[src/csi_cfg.svh]
// constants of the character string interpreter: offsets, fields, counts
// assumes the includer uses the macros only; holds definitions only
`ifndef CSI_CFG_SVH
`define CSI_CFG_SVH

// ****************************************************************
// register indices on the parameter register port
// ****************************************************************
`define CSI_REG_PACKED   4'h0
`define CSI_REG_FORMAT   4'h1
`define CSI_REG_UPCOMING 4'hF

// ****************************************************************
// widths
// ****************************************************************
`define CSI_WORD_W  36
`define CSI_ADDR_W  18
`define CSI_CODE_W  8
`define CSI_FIFO_D  16

// ****************************************************************
// format register fields (bit 0 = least significant)
// ****************************************************************
`define CSI_OFS_HI   35
`define CSI_OFS_LO   30
`define CSI_WID_HI   27
`define CSI_WID_LO   24
`define CSI_LDEN_BIT 21
`define CSI_GEN_J    20
`define CSI_GEN_K    19
`define CSI_ORG_HI   17
`define CSI_ORG_LO   0

// ****************************************************************
// offset arithmetic
// ****************************************************************
`define CSI_WORD_BITS 6'h24
`define CSI_OFS_LIMIT 6'h27
`define CSI_MAX_WIDTH 4'hF

`endif

[src/csi_pkg.sv]
// types of the character string interpreter
// assumes nothing of its surroundings
`default_nettype none
package csi_pkg;

    // ****************************************************************
    // sequencer states
    // ****************************************************************
    typedef enum logic [2:0] {
        CSI_IDLE,
        CSI_FETCH,
        CSI_WAIT,
        CSI_OFFER,
        CSI_CALL,
        CSI_STEP
    } csi_state_e;

    typedef logic [35:0] csi_word_t;
    typedef logic [17:0] csi_addr_t;

endpackage : csi_pkg
`default_nettype wire

[src/csi_core.sv]
// character string interpreter: unpacks codes, offers them to the glyph
// generator, else forms dispatch addresses for the channel controller
// assumes the controller, memory and generator share core_clk
`timescale 1ns/1ps
`default_nettype none
`include "csi_cfg.svh"

module csi_core (
    // clock and reset
    input  wire logic                  core_clk,
    input  wire logic                  srst,
    // parameter register port
    input  wire logic                  reg_wr,
    input  wire logic                  reg_rd,
    input  wire logic [3:0]            reg_index,
    input  wire csi_pkg::csi_word_t    reg_wdata,
    output logic                       reg_rvalid,
    output csi_pkg::csi_word_t         reg_rdata,
    // controller command and status
    input  wire logic                  do_char,
    input  wire logic                  count_load,
    input  wire csi_pkg::csi_addr_t    count_value,
    input  wire csi_pkg::csi_addr_t    read_pointer,
    input  wire logic                  sub_return,
    input  wire logic                  prog_stop,
    output logic                       repeat_mode,
    output csi_pkg::csi_addr_t         read_count,
    output logic                       word_taken,
    output logic                       dispatch_load,
    output csi_pkg::csi_addr_t         dispatch_pointer,
    // memory read port
    output logic                       mem_req,
    output csi_pkg::csi_addr_t         mem_addr,
    input  wire logic                  mem_gnt,
    input  wire logic                  mem_rvalid,
    output logic                       mem_rready,
    input  wire csi_pkg::csi_word_t    mem_rdata,
    // glyph generator
    input  wire logic                  gen_present,
    output logic                       gen_valid,
    output logic [7:0]                 gen_code,
    input  wire logic                  gen_hit,
    output logic                       gen_enabled
);
    import csi_pkg::*;

    // ****************************************************************
    // functions
    // ****************************************************************

    // 36 minus width: refill offset
    function automatic logic [5:0] csi_refill(input logic [3:0] wid);
        csi_refill = `CSI_WORD_BITS - {2'b00, wid};
    endfunction : csi_refill

    // offset minus width, bit 6 marks a negative result
    function automatic logic [6:0] csi_step(input logic [5:0] ofs,
                                            input logic [3:0] wid);
        csi_step = {1'b0, ofs} - {3'b000, wid};
    endfunction : csi_step

    // ****************************************************************
    // state
    // ****************************************************************
    csi_state_e       state_q;
    csi_state_e       state_d;
    csi_word_t        packed_q;
    logic [5:0]       ofs_q;
    logic [3:0]       wid_q;
    logic             gen_on_q;
    csi_addr_t        org_q;
    csi_addr_t        count_q;
    csi_addr_t        disp_q;
    logic             disp_ld_q;
    csi_word_t        rdata_q;
    logic             rvalid_q;

    // ****************************************************************
    // decode and datapath wires
    // ****************************************************************
    logic             wr_packed;
    logic             wr_format;
    logic             wr_upcoming;
    logic             load_en;
    logic [1:0]       pair;
    csi_word_t        shifted;
    logic [14:0]      code_full;
    logic [14:0]      wid_mask;
    logic [7:0]       code;
    logic [6:0]       ofs_next;
    logic             ofs_neg;
    logic             ofs_bad;
    csi_addr_t        count_inc;
    csi_addr_t        disp_addr;
    logic             fifo_valid;
    logic             fifo_ready;
    csi_word_t        fifo_data;
    logic             gen_take;
    csi_word_t        format_view;

    // register decode
    assign wr_packed   = reg_wr & (reg_index == `CSI_REG_PACKED);
    assign wr_format   = reg_wr & (reg_index == `CSI_REG_FORMAT);
    assign wr_upcoming = reg_wr & (reg_index == `CSI_REG_UPCOMING);
    assign load_en     = reg_wdata[`CSI_LDEN_BIT];
    assign pair        = {reg_wdata[`CSI_GEN_J], reg_wdata[`CSI_GEN_K]};

    // code extraction: field ending offset bits from the right
    assign shifted   = packed_q >> ofs_q;
    assign wid_mask  = ~(15'h7FFF << wid_q);
    assign code_full = shifted[14:0] & wid_mask;
    assign code      = code_full[7:0];
    assign ofs_next  = csi_step(ofs_q, wid_q);
    assign ofs_neg   = ofs_next[6];
    assign ofs_bad   = (ofs_q > `CSI_OFS_LIMIT);
    assign count_inc = count_q + 18'h00001;

    // dispatch address: origin plus low code byte only
    assign disp_addr = org_q + {10'h000, code};

    // generator offer and acceptance
    assign gen_valid   = (state_q == CSI_OFFER) & gen_on_q & gen_present;
    assign gen_code    = code;
    assign gen_take    = gen_valid & gen_hit;
    assign gen_enabled = gen_on_q;

    // memory request at the controller read pointer
    assign mem_req    = (state_q == CSI_FETCH);
    assign mem_addr   = read_pointer;
    assign word_taken = mem_req & mem_gnt;

    // controller facing outputs
    assign repeat_mode      = (state_q != CSI_IDLE);
    assign read_count       = count_q;
    assign dispatch_pointer = disp_q;
    assign dispatch_load    = disp_ld_q;
    assign reg_rdata        = rdata_q;
    assign reg_rvalid       = rvalid_q;

    // format register as seen by store and sink
    always_comb begin
        format_view = '0;
        format_view[`CSI_OFS_HI:`CSI_OFS_LO] = ofs_q;
        format_view[`CSI_WID_HI:`CSI_WID_LO] = wid_q;
        format_view[`CSI_LDEN_BIT] = 1'b1;
        format_view[`CSI_ORG_HI:`CSI_ORG_LO] = org_q;
    end

    // ****************************************************************
    // word buffer between memory and the interpreter
    // ****************************************************************
    csi_fifo #(
        .WIDTH (`CSI_WORD_W),
        .DEPTH (`CSI_FIFO_D)
    ) u_fifo (
        .core_clk  (core_clk),
        .srst      (srst),
        .in_valid  (mem_rvalid),
        .in_ready  (mem_rready),
        .in_data   (mem_rdata),
        .out_valid (fifo_valid),
        .out_ready (fifo_ready),
        .out_data  (fifo_data)
    );
    assign fifo_ready = (state_q == CSI_WAIT);

    // ****************************************************************
    // sequencer
    // ****************************************************************

    // next state
    always_comb begin
        state_d = state_q;
        unique case (state_q)
            CSI_IDLE: begin
                if (do_char) begin
                    state_d = CSI_FETCH;
                end
            end
            CSI_FETCH: begin
                if (mem_gnt) begin
                    state_d = CSI_WAIT;
                end
            end
            CSI_WAIT: begin
                if (fifo_valid) begin
                    state_d = CSI_OFFER;
                end
            end
            CSI_OFFER: begin
                state_d = gen_take ? CSI_STEP : CSI_CALL;
            end
            CSI_CALL: begin
                if (prog_stop) begin
                    state_d = CSI_IDLE;
                end else if (sub_return) begin
                    state_d = CSI_STEP;
                end
            end
            CSI_STEP: begin
                if (!count_inc[17]) begin
                    state_d = CSI_IDLE;
                end else if (ofs_neg) begin
                    state_d = CSI_FETCH;
                end else begin
                    state_d = CSI_OFFER;
                end
            end
        endcase
    end

    always_ff @(posedge core_clk) begin
        if (srst) begin
            state_q <= CSI_IDLE;
        end else begin
            state_q <= state_d;
        end
    end

    // ****************************************************************
    // packed word register
    // ****************************************************************
    always_ff @(posedge core_clk) begin
        if (srst) begin
            packed_q <= '0;
        end else if (state_q == CSI_WAIT && fifo_valid) begin
            packed_q <= fifo_data;
        end else if (wr_packed) begin
            packed_q <= reg_wdata;
        end
    end

    // ****************************************************************
    // format register: offset, width, generator switch, origin
    // ****************************************************************
    always_ff @(posedge core_clk) begin
        if (srst) begin
            ofs_q <= '0;
            wid_q <= '0;
        end else if (state_q == CSI_WAIT && fifo_valid && ofs_bad) begin
            ofs_q <= csi_refill(wid_q);
        end else if (state_q == CSI_STEP && ofs_neg) begin
            ofs_q <= csi_refill(wid_q);
        end else if (state_q == CSI_STEP) begin
            ofs_q <= ofs_next[5:0];
        end else if (wr_upcoming) begin
            ofs_q <= ofs_neg ? csi_refill(wid_q) : ofs_next[5:0];
        end else if (wr_format && load_en) begin
            ofs_q <= reg_wdata[`CSI_OFS_HI:`CSI_OFS_LO];
            wid_q <= reg_wdata[`CSI_WID_HI:`CSI_WID_LO];
        end
    end

    // generator switch and table origin
    always_ff @(posedge core_clk) begin
        if (srst) begin
            gen_on_q <= 1'b0;
            org_q    <= '0;
        end else if (wr_format) begin
            org_q <= reg_wdata[`CSI_ORG_HI:`CSI_ORG_LO];
            unique case (pair)
                2'b00: gen_on_q <= gen_on_q;
                2'b01: gen_on_q <= 1'b0;
                2'b10: gen_on_q <= 1'b1;
                2'b11: gen_on_q <= ~gen_on_q;
            endcase
        end
    end

    // ****************************************************************
    // read count and dispatch pointer
    // ****************************************************************
    always_ff @(posedge core_clk) begin
        if (srst) begin
            count_q <= '0;
        end else if (state_q == CSI_STEP) begin
            count_q <= count_inc;
        end else if (count_load) begin
            count_q <= count_value;
        end
    end

    // dispatch address is held, never incremented
    always_ff @(posedge core_clk) begin
        if (srst) begin
            disp_q    <= '0;
            disp_ld_q <= 1'b0;
        end else begin
            disp_ld_q <= (state_q == CSI_OFFER) & ~gen_take;
            if (state_q == CSI_OFFER && !gen_take) begin
                disp_q <= disp_addr;
            end
        end
    end

    // ****************************************************************
    // register read answer, one cycle after the strobe
    // ****************************************************************
    always_ff @(posedge core_clk) begin
        if (srst) begin
            rdata_q  <= '0;
            rvalid_q <= 1'b0;
        end else begin
            rvalid_q <= reg_rd;
            if (reg_rd) begin
                unique case (reg_index)
                    `CSI_REG_PACKED:   rdata_q <= packed_q;
                    `CSI_REG_FORMAT:   rdata_q <= format_view;
                    `CSI_REG_UPCOMING: rdata_q <= {28'h0000000, code};
                    default:           rdata_q <= '0;
                endcase
            end
        end
    end

endmodule : csi_core
`default_nettype wire

[src/csi_fifo.sv]
// flip-flop FIFO with valid/ready on both sides
// assumes one clock and a synchronous active high reset
`timescale 1ns/1ps
`default_nettype none
module csi_fifo #(
    parameter int WIDTH = 36,
    parameter int DEPTH = 16
) (
    // clock and reset
    input  wire logic             core_clk,
    input  wire logic             srst,
    // filling side
    input  wire logic             in_valid,
    output logic                  in_ready,
    input  wire logic [WIDTH-1:0] in_data,
    // draining side
    output logic                  out_valid,
    input  wire logic             out_ready,
    output logic      [WIDTH-1:0] out_data
);
    localparam int AW = $clog2(DEPTH);

    logic [WIDTH-1:0] mem_q [DEPTH];
    logic [AW-1:0]    wr_q;
    logic [AW-1:0]    rd_q;
    logic [AW:0]      cnt_q;
    logic             push;
    logic             pop;

    // handshakes follow the fill count
    assign in_ready  = (cnt_q != (AW+1)'(DEPTH));
    assign out_valid = (cnt_q != '0);
    assign push      = in_valid & in_ready;
    assign pop       = out_valid & out_ready;
    assign out_data  = mem_q[rd_q];

    // storage
    always_ff @(posedge core_clk) begin
        if (push) begin
            mem_q[wr_q] <= in_data;
        end
    end

    // pointers and count
    always_ff @(posedge core_clk) begin
        if (srst) begin
            wr_q  <= '0;
            rd_q  <= '0;
            cnt_q <= '0;
        end else begin
            if (push) begin
                wr_q <= (wr_q == AW'(DEPTH - 1)) ? '0 : wr_q + 1'b1;
            end
            if (pop) begin
                rd_q <= (rd_q == AW'(DEPTH - 1)) ? '0 : rd_q + 1'b1;
            end
            cnt_q <= cnt_q + (AW+1)'(push) - (AW+1)'(pop);
        end
    end
endmodule : csi_fifo
`default_nettype wire

[config.mk]
export PLATFORM = sky130hd
export DESIGN_NAME = csi_core
export DESIGN_NICKNAME = d
export VERILOG_FILES = /design/src/csi_pkg.sv /design/src/csi_core.sv /design/src/csi_fifo.sv
export VERILOG_INCLUDE_DIRS = /design/src /design/src/src
export SDC_FILE = /design/constraint.sdc
export NUM_CORES = 1
export LEC_CHECK = 0
export BUFFER_PORTS_ARGS = -buffer_cell sky130_fd_sc_hd__buf_2
export CORE_ASPECT_RATIO = 1.2
export CORE_MARGIN = 2
export CORE_UTILIZATION = 40
export CTS_BUF_LIST = sky130_fd_sc_hd__clkbuf_8
export DETAILED_ROUTE_END_ITERATION = 10
export PLACE_DENSITY = 0.57
export SLEW_MARGIN = 20
export SYNTH_ARGS = -nofsm -noshare
export SYNTH_HDL_FRONTEND = slang
export SYNTH_HIERARCHICAL = 1
export SYNTH_SLANG_ARGS = --single-unit
[constraint.sdc]
create_clock -name core_clk -period 8.05 [get_ports core_clk]
set_input_delay 1.2075 -clock core_clk [delete_from_list [all_inputs] [get_ports core_clk]]
set_output_delay 1.2075 -clock core_clk [all_outputs]
set_load 0.005 [all_outputs]
==> results list, run 1 <==
- Status: finished clean
- Top area cells in the synthesized netlist: sky130_fd_sc_hd__edfxtp_1 55%, sky130_fd_sc_hd__mux4_2 12%, sky130_fd_sc_hd__dfxtp_1 10%, sky130_fd_sc_hd__nand2_1 2.3%, sky130_fd_sc_hd__a22oi_1 2.0%
* Sequential-to-total area share from yosys stat: 65.1%
- Among all flip-flop cells after synthesis, the most frequent one is sky130_fd_sc_hd__edfxtp_1.
- The floorplan has 112 rows.
- Mean number of vias per cell: 5.65
- For this design, the slowest cell found on the critical path is sky130_fd_sc_hd__nor3_1.
- In the finished design, the share of the clock period the worst path needs comes to 70.1%.
- Clock period minus worst slack: 5.64 ns
* CP Class: reg -> out
- Die width: 260 um
- VDD sags by at most 114 uV.
- Wire length of the first global-routing pass: 124000 um
- TritonCTS built the clock tree.
* Library cell used as clock root buffer: sky130_fd_sc_hd__clkbuf_8
* Maximum number of pins on one net before global-route repair: 113
- Sinks on Clock Net: 735
- Static timing analysis puts the maximum clock frequency at 177 MHz.
- Leading cell types in the layout, fill and taps excluded: 576 x sky130_fd_sc_hd__edfxtp_1, 192 x sky130_fd_sc_hd__buf_2, 189 x sky130_fd_sc_hd__nand2_1
- Bufs and invs on worst path: 3
- Yosys Warn Count: 6
* Total vias in the final route: 19400
- Area of the die: 80900 um2
- Once layout is complete, the utilization of the core stands at 45.6%.
* Post-synthesis instance area: 31500 um2
* Initial antenna violation count: 10
* Placed standard-cell area: 33400 um2
- Overall overflow remaining after global route: 0
* Total routing usage reported by global routing: 20.5%
- Grouping stages by cell kind, the critical path spends the most delay in buffers and inverters.
- Pwr/cell area: 246 nW/um2
- For this design the static power due to leakage is 0.0117 uW.
- Across the run, the number of max-cap violations was 0.
* Num CTS Buffers: 111
- Post-route clock skew: 0.0356 ns
* Register bit count reported by yosys: 735
- Starting density of the core: 40.5%
- Die extent in y: 311 um
- Required @ worst endpoint: 6.84 ns
* Setup repair after global routing missed its margin: false
* Total wire length: 83700 um
- The first detailed-routing pass took 5 iterations.
- Number of remaining DRC errors: 0
- Fraction of final layout cells sized beyond drive strength 1: 25.4%
- EDFF count, synth: 576
- The worst setup path is launched from a flop.
- The count of buffers added on input and output ports is 193.
- Setup WS pre-CTS: 3.13 ns
* Cell taking the most area after synthesis: sky130_fd_sc_hd__edfxtp_1
- Class of the worst hold path: reg -> reg
* Most common cell after layout, fill and taps aside: sky130_fd_sc_hd__edfxtp_1
- Clock Latency Late Sink: 0.74 ns
- Maximum buffer depth of the clock tree: 3
* Clock edge transition at the registers on the reported setup and hold paths: 0.07 ns
- DR iter-0 viols: 1520
* Core region area: 77800 um2
- Share of Yosys cell area claimed by the top area cell type: 55.0%
- Longest individual stage delay on the worst path: 0.88 ns
* Max FO, Critical Path: 40
* GPL Wtd Cong: 0.896
* Number of distinct standard cells referenced by the synthesized netlist: 73
- Cell Chain, Critical Path: buf_4 > clkinv_1 > and2_1 > a211oi_1 > a21oi_1 > mux4_2 > nor3_1 > buf_2
- Number of levels the H-tree was split into: 3
- Final Hold Violating Endpoints: 0
- Total power for the finished layout comes to 8710 uW.
- Worst path setup slack after routing: 2.41 ns
* Total Nets Final: 2463
- Post-route ant nets: 0
- Synthesis handed over a netlist of 2124 instances.
- Data on the critical path arrives at its endpoint at 4.43 ns.
- I/O pin count: 230
* Critical path capture point type: primary output
- The number of global-route vias before repair came to 19500.
- Max-slew headroom: 28.2%
- Hold buffer count at CTS: 0
- Detailed placement ended at an HPWL of 48700 um.
* Post_cts resized: 0
- In the final timing run, aggregate negative setup slack is 0 ns.
- Dividing the detail-routed wire length by the instance count gives 24.4 um.
* Setup violators final: 0
- The finished cells cover 35500 um2.
- Post-CTS timing repair inserted 0 buffers for setup.
- Slew of the pin with the lowest slew margin: 1.07 ns
* Net count after synthesis: 2276
- Syn avg cell area: 14.8 um2
- The final max-slew violation count was 0.
- In the synthesized netlist the async set-or-reset flop fraction comes to 0%.
- Area growth from synthesis to layout: 12.8%
flip-flops by register name, summed over array words and instances (netlist names), named ones only:
name and flops:
u_fifo/mem_q 576, packed_q 36, reg_rdata 36, dispatch_pointer 18
org_q 18, read_count 18, ofs_q 6, u_fifo/cnt_q 5
u_fifo/rd_q 4, u_fifo/wr_q 4, wid_q 4, state_q 3
dispatch_load 1, gen_enabled 1, reg_rvalid 1
layout make-up:
cell class                      count  area [um2]
Tap cell                         1026        1280
Timing Repair Buffer              236        1300
Clock inverter                     89         489
Clock buffer                      114        1570
Sequential cell                   735       20500
Antenna cell                        4        10.0
Multi-Input combinational cell   1197       10200
Inverter                           30         113
Fill cell                        6882       42300
metrics by stage:
stage / instances / hold WS (ns)
final: 3431 / 0.453
after global routing: 3429 / 0.472
after CTS: 3427 / 0.454
after detailed placement: 3224 / 0.446
after global placement: 3224 / 0.445
after floorplan: 2124 / 0.448
synth_stat cells, types with 22 or more instances:
cell,instances
sky130_fd_sc_hd__inv_1,25
sky130_fd_sc_hd__nand2_1,190
sky130_fd_sc_hd__a21oi_1,116
sky130_fd_sc_hd__dfxtp_1,159
sky130_fd_sc_hd__o21ai_0,36
sky130_fd_sc_hd__buf_2,22
sky130_fd_sc_hd__ha_1,26
sky130_fd_sc_hd__nand3_1,90
sky130_fd_sc_hd__a22oi_1,85
sky130_fd_sc_hd__a311oi_1,40
sky130_fd_sc_hd__edfxtp_1,576
sky130_fd_sc_hd__mux2_2,27
sky130_fd_sc_hd__clkbuf_1,102
sky130_fd_sc_hd__nand2b_1,36
sky130_fd_sc_hd__nor2_1,143
sky130_fd_sc_hd__mux4_2,172
sky130_fd_sc_hd__mux2i_1,42
cells by family (layout without fill, tap and decap cells):
family	count (synthesis)	count (layout)	share of synthesized area (%)
buffers and inverters	192	469	2.88
other	0	4	0
adders and majority gates	29	29	1.19
AOI/OAI and AO/OA	363	363	7.77
xor gates and xnor gates	19	19	0.529
and+or+nand+nor	545	545	7.92
DFF	735	735	65.1
muxes	241	241	14.6
worst reg2reg max path, stage by stage, from the launching register on:
cell	delay (ns)
sky130_fd_sc_hd__dfxtp_2	0.32
sky130_fd_sc_hd__buf_4	0.45
sky130_fd_sc_hd__clkinv_1	0.67
sky130_fd_sc_hd__and2_1	0.35
sky130_fd_sc_hd__a211oi_1	0.22
sky130_fd_sc_hd__a21oi_1	0.07
sky130_fd_sc_hd__mux4_2	0.48
sky130_fd_sc_hd__nor3_1	0.88
sky130_fd_sc_hd__ha_1	0.41
sky130_fd_sc_hd__and3_1	0.21
sky130_fd_sc_hd__a21oi_2	0.14
sky130_fd_sc_hd__or4_1	0.55
sky130_fd_sc_hd__a31oi_1	0.19
final timing paths:
path                                     startpoint                    to  slack, ns  cells after the start
worst min register to register  dispatch_pointer[6]   dispatch_pointer[6]       0.45                      2
worst min-delay path            dispatch_pointer[6]   dispatch_pointer[6]       0.45                      2
worst max-delay path                       ofs_q[0]           gen_code[6]       2.41                      8
worst max register to register             ofs_q[0]  dispatch_pointer[15]       3.02                     12
per-layer routing:
layer	vias up	routed length, um	track usage [%]	share of wire (%)
met1	9861	34300	26.6	41
met3	157	4800	3.32	5.7
met5	-	63	0	0.075
met4	8	2360	7.28	2.8
li1	8687	-	-	-
met2	668	42200	34.8	50
power by group:
part,total [uW],switching (uW),internal (uW)
clock,2870,1430,1450
combinational,1340,714,630
sequential,4500,229,4270
total,8710,2370,6340
Note: power is estimated with default switching activity, not from simulation.
==> run 2: changes to the inputs <==
--- a/config.mk
+++ b/config.mk
@@ -6,13 +6,14 @@
 export SDC_FILE = /design/constraint.sdc
 export NUM_CORES = 1
 export LEC_CHECK = 0
+export ABC_AREA = 1
 export BUFFER_PORTS_ARGS = -buffer_cell sky130_fd_sc_hd__buf_2
 export CORE_ASPECT_RATIO = 1.2
 export CORE_MARGIN = 2
 export CORE_UTILIZATION = 40
 export CTS_BUF_LIST = sky130_fd_sc_hd__clkbuf_8
 export DETAILED_ROUTE_END_ITERATION = 10
-export PLACE_DENSITY = 0.57
+export PLACE_DENSITY = 0.59
 export SLEW_MARGIN = 20
 export SYNTH_ARGS = -nofsm -noshare
 export SYNTH_HDL_FRONTEND = slang
==> constraint.sdc (replaced) <==
create_clock -name core_clk -period 4.5 [get_ports core_clk]
set_input_delay 0.675 -clock core_clk [delete_from_list [all_inputs] [get_ports core_clk]]
set_output_delay 0.675 -clock core_clk [all_outputs]
set_load 0.005 [all_outputs]
==> run 2 against run 1 <==
Synthesized cell count grew 73%. Highest routed layer unchanged. Global-route usage grew 1.2 points. Largest power group unchanged. Die area grew 8.4%. Sequential cell count is the same.
==> results list, run 2 <==
* Status: finished clean
- Class of the worst hold path: in -> reg
- Ranked by instance count, the synthesized netlist is headed by 1112 x sky130_fd_sc_hd__nand2_1, 576 x sky130_fd_sc_hd__edfxtp_1, 451 x sky130_fd_sc_hd__nand3_1.
- Number of maximum-capacitance constraint violations: 0 (unchanged)
* Worst EP arrival: 3.29 ns (-1.14 ns)
* Fraction of final layout cells sized beyond drive strength 1: 13.2% (-12 points)
- Core region area: 84800 um2 (+9.0%)
- STA classifies the critical path endpoint as a primary output.
- The final setup TNS came to 0 ns (unchanged).
- The power after layout was 16400 uW (+89%).
- Clock Latency Late Sink: 0.78 ns (+0.04 ns)
- The final HPWL from detailed placement is 59200 um (+22%).
- The layout net count was 3988 (+62%).
* Number of cell instances on the worst register-to-register path: 17 (+5)
* Setup violators final: 0 (unchanged)
* Die extent in y: 324 um (+4.1%)
- GPL Wtd Cong: 0.921 (+2.8%)
* Router iterations before antenna repair: 5 (unchanged)
* Maximum buffer depth of the clock tree: 3 (unchanged)
- The gate count after technology mapping came to 3680 (+73%).
- Relative to the synthesized area, the layout overhead comes to 11.5%.
* Wire length of the first global-routing pass: 147000 um (+18%)
- IO buf count: 193 (unchanged)
* Total vias in the final route: 25800 (+33%)
- Slew of the pin with the lowest slew margin: 1.06 ns (-0.0131 ns)
- Die width: 271 um (+4.1%)
- The maximum fanout count along the critical path came to 22 (-45%).
* Mean number of vias per cell: 5.10 (-9.7%)
- Setup repair after global routing missed its margin: false
- In the post-synthesis netlist, the cell with the most instances is sky130_fd_sc_hd__nand2_1.
* Share of Yosys cell area claimed by the top area cell type: 50.7% (-4.3 points)
- Post-route clock skew: 0.0757 ns (+0.0401 ns)
- The worst setup slack for register-to-register paths was 0.73 ns (-2.29 ns).
* Average wire per cell in the routed design: 19.1 um (-22%)
- Count of pins over their slew limit: 0 (unchanged)
- The power density of the placed cells is 432 nW/um2 (+76%).
* Max-slew headroom: 29.6% (+1.4 points)
* Top area cells in the synthesized netlist: sky130_fd_sc_hd__edfxtp_1 51%, sky130_fd_sc_hd__nand2_1 12%, sky130_fd_sc_hd__dfxtp_1 9.3%, sky130_fd_sc_hd__nand3_1 6.6%, sky130_fd_sc_hd__inv_1 3.5%
- EDFF count, synth: 576 (unchanged)
- The number of global-route vias before repair is 24200 (+24%).
- The floorplan row count came to 117 (+4.5%).
* Clock period minus worst slack: 3.96 ns
- Fmax: 252 MHz
- Starting density of the core: 40.3% (-0.18 points)
- Final Hold Violating Endpoints: 0 (unchanged)
- The worst register-to-register path begins at ofs_q[0].
- The most used flip-flop cell after synthesis is sky130_fd_sc_hd__edfxtp_1.
* Total wire length: 97000 um (+16%)
- Sequential-to-total area share from yosys stat: 60.0% (-5.1 points)
- CP Class: reg -> out
- The final antenna-violating net count is 0 (unchanged).
* Largest voltage drop on the vdd net: 229 uV (+100%)
- The endpoint identified for the worst register-to-register timing path is dispatch_pointer[15].
- The die area was 87700 um2 (+8.4%).
* Initial antenna violation count: 11 (+1)
* Sinks on Clock Net: 735 (unchanged)
- TritonCTS clock tree: yes
* Post-synthesis instance area: 34100 um2 (+8.5%)
- Following the worst setup path forward leads to its endpoint at gen_code[4].
- Cell Chain, Critical Path: buf_4 > nand2_1 > nand3_1 > o21ai_0 > o21ai_0 > a21oi_1 > nor4_1 > buf_2
- The count of unresolved DRC violations after routing came to 0 (unchanged).
* Total routing usage reported by global routing: 21.8% (+1.2 points)
- The number of flip-flops under the largest register name was 576 (unchanged).
- Library cell used as clock root buffer: sky130_fd_sc_hd__clkbuf_8
* Cell taking the most area after synthesis: sky130_fd_sc_hd__edfxtp_1
- I/O pin count: 230 (unchanged)
* Yosys Warn Count: 6 (unchanged)
- Nature of the critical path startpoint: flop
* Critical Path Start: ofs_q[0]
* Filler cell count in the final layout: 8178 (+19%)
- The overall overflow remaining after global route is 0 (unchanged).
* DR iter-0 viols: 2119 (+39%)
- The post-CTS setup-driven buffer insertion count came to 0 (unchanged).
- The post-CTS clock slew at the launch and capture registers of the worst setup and hold paths came to 0.06 ns (about the same).
- Of the available clock period, the critical path in the final layout requires 88.1%.
- Number of distinct standard cells referenced by the synthesized netlist: 61 (-16%)
* Number of levels the H-tree was split into: 3 (unchanged)
- Required @ worst endpoint: 3.83 ns (-3.01 ns)
- The library cell used most frequently in the layout, excluding fill and tap cells, is sky130_fd_sc_hd__nand2_1.
- The number of storage elements in the synthesis netlist was 735 (unchanged).
- The largest stage delay on the critical path came to 0.72 ns (-0.16 ns).
- The largest individual stage delay along the critical path comes from the cell sky130_fd_sc_hd__nor4_1.
- Synth async-reset ratio: 0% (unchanged)
* Maximum number of pins on one net before global-route repair: 131 (+16%)
* Syn avg cell area: 9.28 um2 (-37%)
- Counting flops per register, the top entry is u_fifo/mem_q.
* Num CTS Buffers: 117 (+5.4%)
- Net count after synthesis: 3832 (+68%)
- The reported leakage power is 0.0155 uW (+32%).
- The top cell types in the final layout, fill and taps aside, are 1112 x sky130_fd_sc_hd__nand2_1, 576 x sky130_fd_sc_hd__edfxtp_1, 451 x sky130_fd_sc_hd__nand3_1.
- Worst path most repeated cell: sky130_fd_sc_hd__o21ai_0
run 2: cell types whose count changed in the layout (fill, tap and decap cells not counted), sizes merged, moves of 41 or more:
cell / before / now
mux2i: 42 / 0
nor2: 143 / 248
mux4: 172 / 0
o21ai: 38 / 184
inv: 76 / 362
a22oi: 85 / 1
nand3: 90 / 461
a31oi: 7 / 48
or2: 2 / 73
nand2: 190 / 1131
run 2: power breakdown:
part / switching [uW] / internal [uW]
logic: 2230 / 992
clock network: 2700 / 2570
registers: 290 / 7660
run 2: layer usage:
layer	global-route usage, %	up-vias	share of wire [%]
met5	0	-	0.10
met4	7.02	14	2.6
met3	3.50	169	5.7
met2	37.7	776	50
met1	27.9	12300	42
li1	-	12600	-
run 2: worst min path at each step:
stage	start	to	depth (start not counted)
3_3_place_gp	reg_rdata[0]	reg_rdata[0]	2
2_1_floorplan	org_q[4]	org_q[4]	2
5_1_grt	reg_wdata[31]	packed_q[31]	3
6_report	reg_wdata[25]	packed_q[25]	3
4_1_cts	reg_wdata[26]	packed_q[26]	3
3_5_place_dp	reg_rdata[0]	reg_rdata[0]	2
run 2: critical path, delay by kind of cell, from the launching register on:
family,cells,cell delay [ns]
AOI/OAI and AO/OA,3,0.37
DFF,1,0.67
buffers and inverters,2,0.59
and+or+nand+nor,3,0.89
run 2: through the flow:
stage	cell area, um2	util (%)	setup WS (ns)	std cells	hold slack [ns]
6_report	38100	44.9	0.537	5067	0.187
5_1_grt	38100	44.9	0.261	5067	0.154
4_1_cts	38100	44.9	0.110	5065	0.121
3_5_place_dp	35900	42.4	0.424	4847	0.456
3_3_place_gp	35900	42.4	0.542	4847	0.451
2_1_floorplan	34100	-	1.46	3680	0.448
run 2: layout make-up:
class	instances	area [um2]	share of cell area, %
inverters	327	1250	3.27
clock buffers	121	1670	4.38
clock inverters	97	475	1.25
flip-flops and latches	735	20500	53.8
well taps	1130	1410	3.71
multi-input cells	2404	11300	29.6
repair buffers	251	1500	3.94
diodes	2	5.00	0.0131
run 2: cells by family (layout without fill, tap and decap cells):
family	count (synthesis)	count (layout)	synth area share [%]
fa+ha+maj	28	28	1.07
buf+inv	541	796	7.41
other cells	0	2	0
flops	735	735	60.0
compound gates	410	410	6.73
simple gates	1947	1947	24.3
xor+xnor	19	19	0.487
run 2: timing repair:
action,4_1_cts,5_1_grt
endpoints found under the setup margin,0,2
gates resized for setup,0,1
endpoints found under the hold margin,0,0
hold buffers,0,0
==> run 3: changes to the inputs <==
--- a/config.mk
+++ b/config.mk
@@ -11,9 +11,10 @@
 export CORE_ASPECT_RATIO = 1.2
 export CORE_MARGIN = 2
 export CORE_UTILIZATION = 40
-export CTS_BUF_LIST = sky130_fd_sc_hd__clkbuf_8
+export CTS_BUF_LIST = sky130_fd_sc_hd__clkbuf_16
 export DETAILED_ROUTE_END_ITERATION = 10
 export PLACE_DENSITY = 0.59
+export SKIP_LAST_GASP = 1
 export SLEW_MARGIN = 20
 export SYNTH_ARGS = -nofsm -noshare
 export SYNTH_HDL_FRONTEND = slang
==> run 3 against run 2 <==
Utilization rose by 0.20 points. Via count fell by 0.60%. Hold slack improved by 0.10 ns. Register-to-register slack barely moved. Critical path type unchanged. Highest routed layer unchanged.
==> results list, run 3 (synthesis gave the netlist of run 2 again) <==
- The flow ran to the end, and the final reports show no timing, DRC or antenna violations.
- Power after layout: 17100 uW (+4.0%)
- The post-placement cell count came to 4847 (unchanged).
- Critical hold path startpoint: reg_wdata[19]
- Biggest register: u_fifo/mem_q
- Vias in the first global route: 23900 (-1.3%)
- Fraction of final layout cells sized beyond drive strength 1: 12.0% (-1.1 points)
* Total negative slack: 0 ns (unchanged)
- Slew of the pin with the lowest slew margin: 1.07 ns (+0.0190 ns)
* Most common cell after layout, fill and taps aside: sky130_fd_sc_hd__nand2_1
- Total wire length: 96600 um (-0.37%)
- The die extent in x came to 271 um (unchanged).
* DR iter-0 viols: 2017 (-4.8%)
- The final worst-path cycle share came to 86.3% (-1.7 points).
- The pre-CTS setup slack came to 0.424 ns (unchanged).
* Row count: 117 (unchanged)
- The post-CTS setup-driven buffer insertion count came to 0 (unchanged).
- Die extent in y: 324 um (unchanged)
- Class of the worst hold path: in -> reg
- The number of fill cells is 8074 (-1.3%).
- Internal reg-to-reg setup slack: 0.72 ns (about the same)
* Final Hold Violating Endpoints: 0 (unchanged)
- Post-route ant nets: 0 (unchanged)
* Max FO, Critical Path: 22 (unchanged)
- Overall overflow remaining after global route: 0 (unchanged)
- The headroom to the max-slew limit is 28.3% (-1.3 points).
- CTS placed an instance of sky130_fd_sc_hd__clkbuf_16 at the clock tree root.
* Wire length of the first global-routing pass: 146000 um (-0.38%)
* Largest voltage drop on the vdd net: 262 uV (+15%)
- In this run the worst setup path begins at ofs_q[0].
- The final instance count without filler cells came to 4981 (-1.7%).
* Total vias in the final route: 25700 (-0.60%)
* Post-route clock skew: 0.0260 ns (-0.0497 ns)
* Starting density of the core: 40.3% (unchanged)
* Critical path capture point type: primary output
* Area of combinational cells with multiple inputs: 11300 um2 (unchanged)
- The die area is 87700 um2 (unchanged).
* Number of maximum-capacitance constraint violations: 0 (unchanged)
- Area growth from synthesis to layout: 12.0%
* Required @ worst endpoint: 3.83 ns (about the same)
- Leak: 0.0154 uW (-0.21%)
- The number of endpoints failing setup at the final stage came to 0 (unchanged).
- The register area came to 20500 um2 (unchanged).
- The average vias per placed instance came to 5.16 (+1.1%).
- The time the final worst path needs with I/O delays and setup came to 3.89 ns (-0.0779 ns).
* GPL Wtd Cong: 0.921 (unchanged)
- The number of gates resized after CTS was 0 (unchanged).
* Num CTS Buffers: 76 (-35%)
* Fmax: 257 MHz (+2.0%)
- Total routing usage reported by global routing: 21.8% (-0.034 points)
- The routed wirelength normalized by instance count is 19.4 um (+1.4%).
* Maximum buffer depth of the clock tree: 3 (unchanged)
- By startpoint and endpoint, the worst setup path is classified as reg -> out.
- The initial antenna violation count is 9 (-2).
* Total Nets Final: 3947 (-1.0%)
* Leading cell types in the layout, fill and taps excluded: 1112 x sky130_fd_sc_hd__nand2_1, 576 x sky130_fd_sc_hd__edfxtp_1, 451 x sky130_fd_sc_hd__nand3_1
* Nature of the critical path startpoint: flop
* TritonCTS clock tree: yes
- Setup repair after global routing missed its margin: false
- The final critical-path setup slack came to 0.615 ns (+0.0779 ns).
* Clock Latency Late Sink: 0.63 ns (-0.15 ns)
- The count of unresolved DRC violations after routing is 0 (unchanged).
- The data arrival at the endpoint of the critical path is 3.21 ns (-0.08 ns).
- The number of flip-flops under the largest register name was 576 (unchanged).
- FF-to-FF Start: ofs_q[0]
* IO buf count: 193 (unchanged)
* Sinks on Clock Net: 735 (unchanged)
* Clock edge transition at the registers on the reported setup and hold paths: 0.06 ns (about the same)
- The number of hold buffers added after CTS is 0 (unchanged).
- The total I/O pin count was 230 (unchanged).
- Number of levels the H-tree was split into: 3 (unchanged)
- Post-detailed-placement half-perimeter wirelength: 59200 um (unchanged)
- The number of iterations in the first detailed-routing pass came to 7 (+2).
* Count of pins over their slew limit: 0 (unchanged)
- The power density of the placed cells was 447 nW/um2 (+3.5%).
- The largest net degree at the start of global routing was 131 (unchanged).
* Core region area: 84800 um2 (unchanged)
-- run 3: cell types whose count changed in the layout (fill, tap and decap cells not counted), moves of 2 or more --
| cell | change |
|---|---|
| sky130_fd_sc_hd__inv_1 | -14 |
| sky130_fd_sc_hd__inv_8 | -2 |
| sky130_fd_sc_hd__clkinv_1 | -17 |
| sky130_fd_sc_hd__inv_6 | +3 |
| sky130_fd_sc_hd__clkbuf_8 | -121 |
| sky130_fd_sc_hd__clkbuf_16 | +80 |
| sky130_fd_sc_hd__clkinv_2 | -16 |
-- run 3: worst max-delay path, stage by stage (launching register included) --
cell,delay (ns)
sky130_fd_sc_hd__dfxtp_2,0.67
sky130_fd_sc_hd__buf_4,0.34
sky130_fd_sc_hd__nand2_1,0.10
sky130_fd_sc_hd__nand3_1,0.08
sky130_fd_sc_hd__o21ai_0,0.12
sky130_fd_sc_hd__o21ai_0,0.18
sky130_fd_sc_hd__a21oi_1,0.07
sky130_fd_sc_hd__nor4_1,0.75
sky130_fd_sc_hd__buf_2,0.26
-- run 3: report_power, final --
part           switching (uW)  internal, uW  total [uW]
Combinational            2240           992        3230
Clock                    2600          3320        5910
Sequential                289          7660        7950
-- run 3: cell type report --
cell class | instances | share of cell area [%]
flip-flops and latches | 735 | 53.6
multi-input cells | 2404 | 29.5
clock buffers | 80 | 5.24
repair buffers | 251 | 3.93
well taps | 1130 | 3.70
inverters | 327 | 3.26
clock inverters | 52 | 0.802
diodes | 2 | 0.0131
-- run 3: final timing paths --
| kind | endpoint | cells past startpoint |
|---|---|---|
| hold reg to reg | reg_rdata[30] | 2 |
| setup reg to reg | dispatch_pointer[11] | 18 |
| setup / recovery | gen_code[4] | 8 |
| hold / removal | gen_enabled | 2 |
-- run 3: metal layers --
layer  share of wire [%]  wire, um  global-route usage, %
met2                  50     47900                   37.7
met3                 5.6      5450                   3.28
met4                 2.5      2390                   6.80
met5               0.084        81                      0
met1                  42     40800                   28.1
-- run 3: stage by stage --
step           utilization [%]  hold slack (ns)  area [um2]
6_report                  45.1            0.287       38200
5_1_grt                   45.1            0.297       38200
4_1_cts                   45.1            0.249       38200
3_5_place_dp              42.4            0.456       35900
3_3_place_gp              42.4            0.451       35900
2_1_floorplan                -            0.448       34100
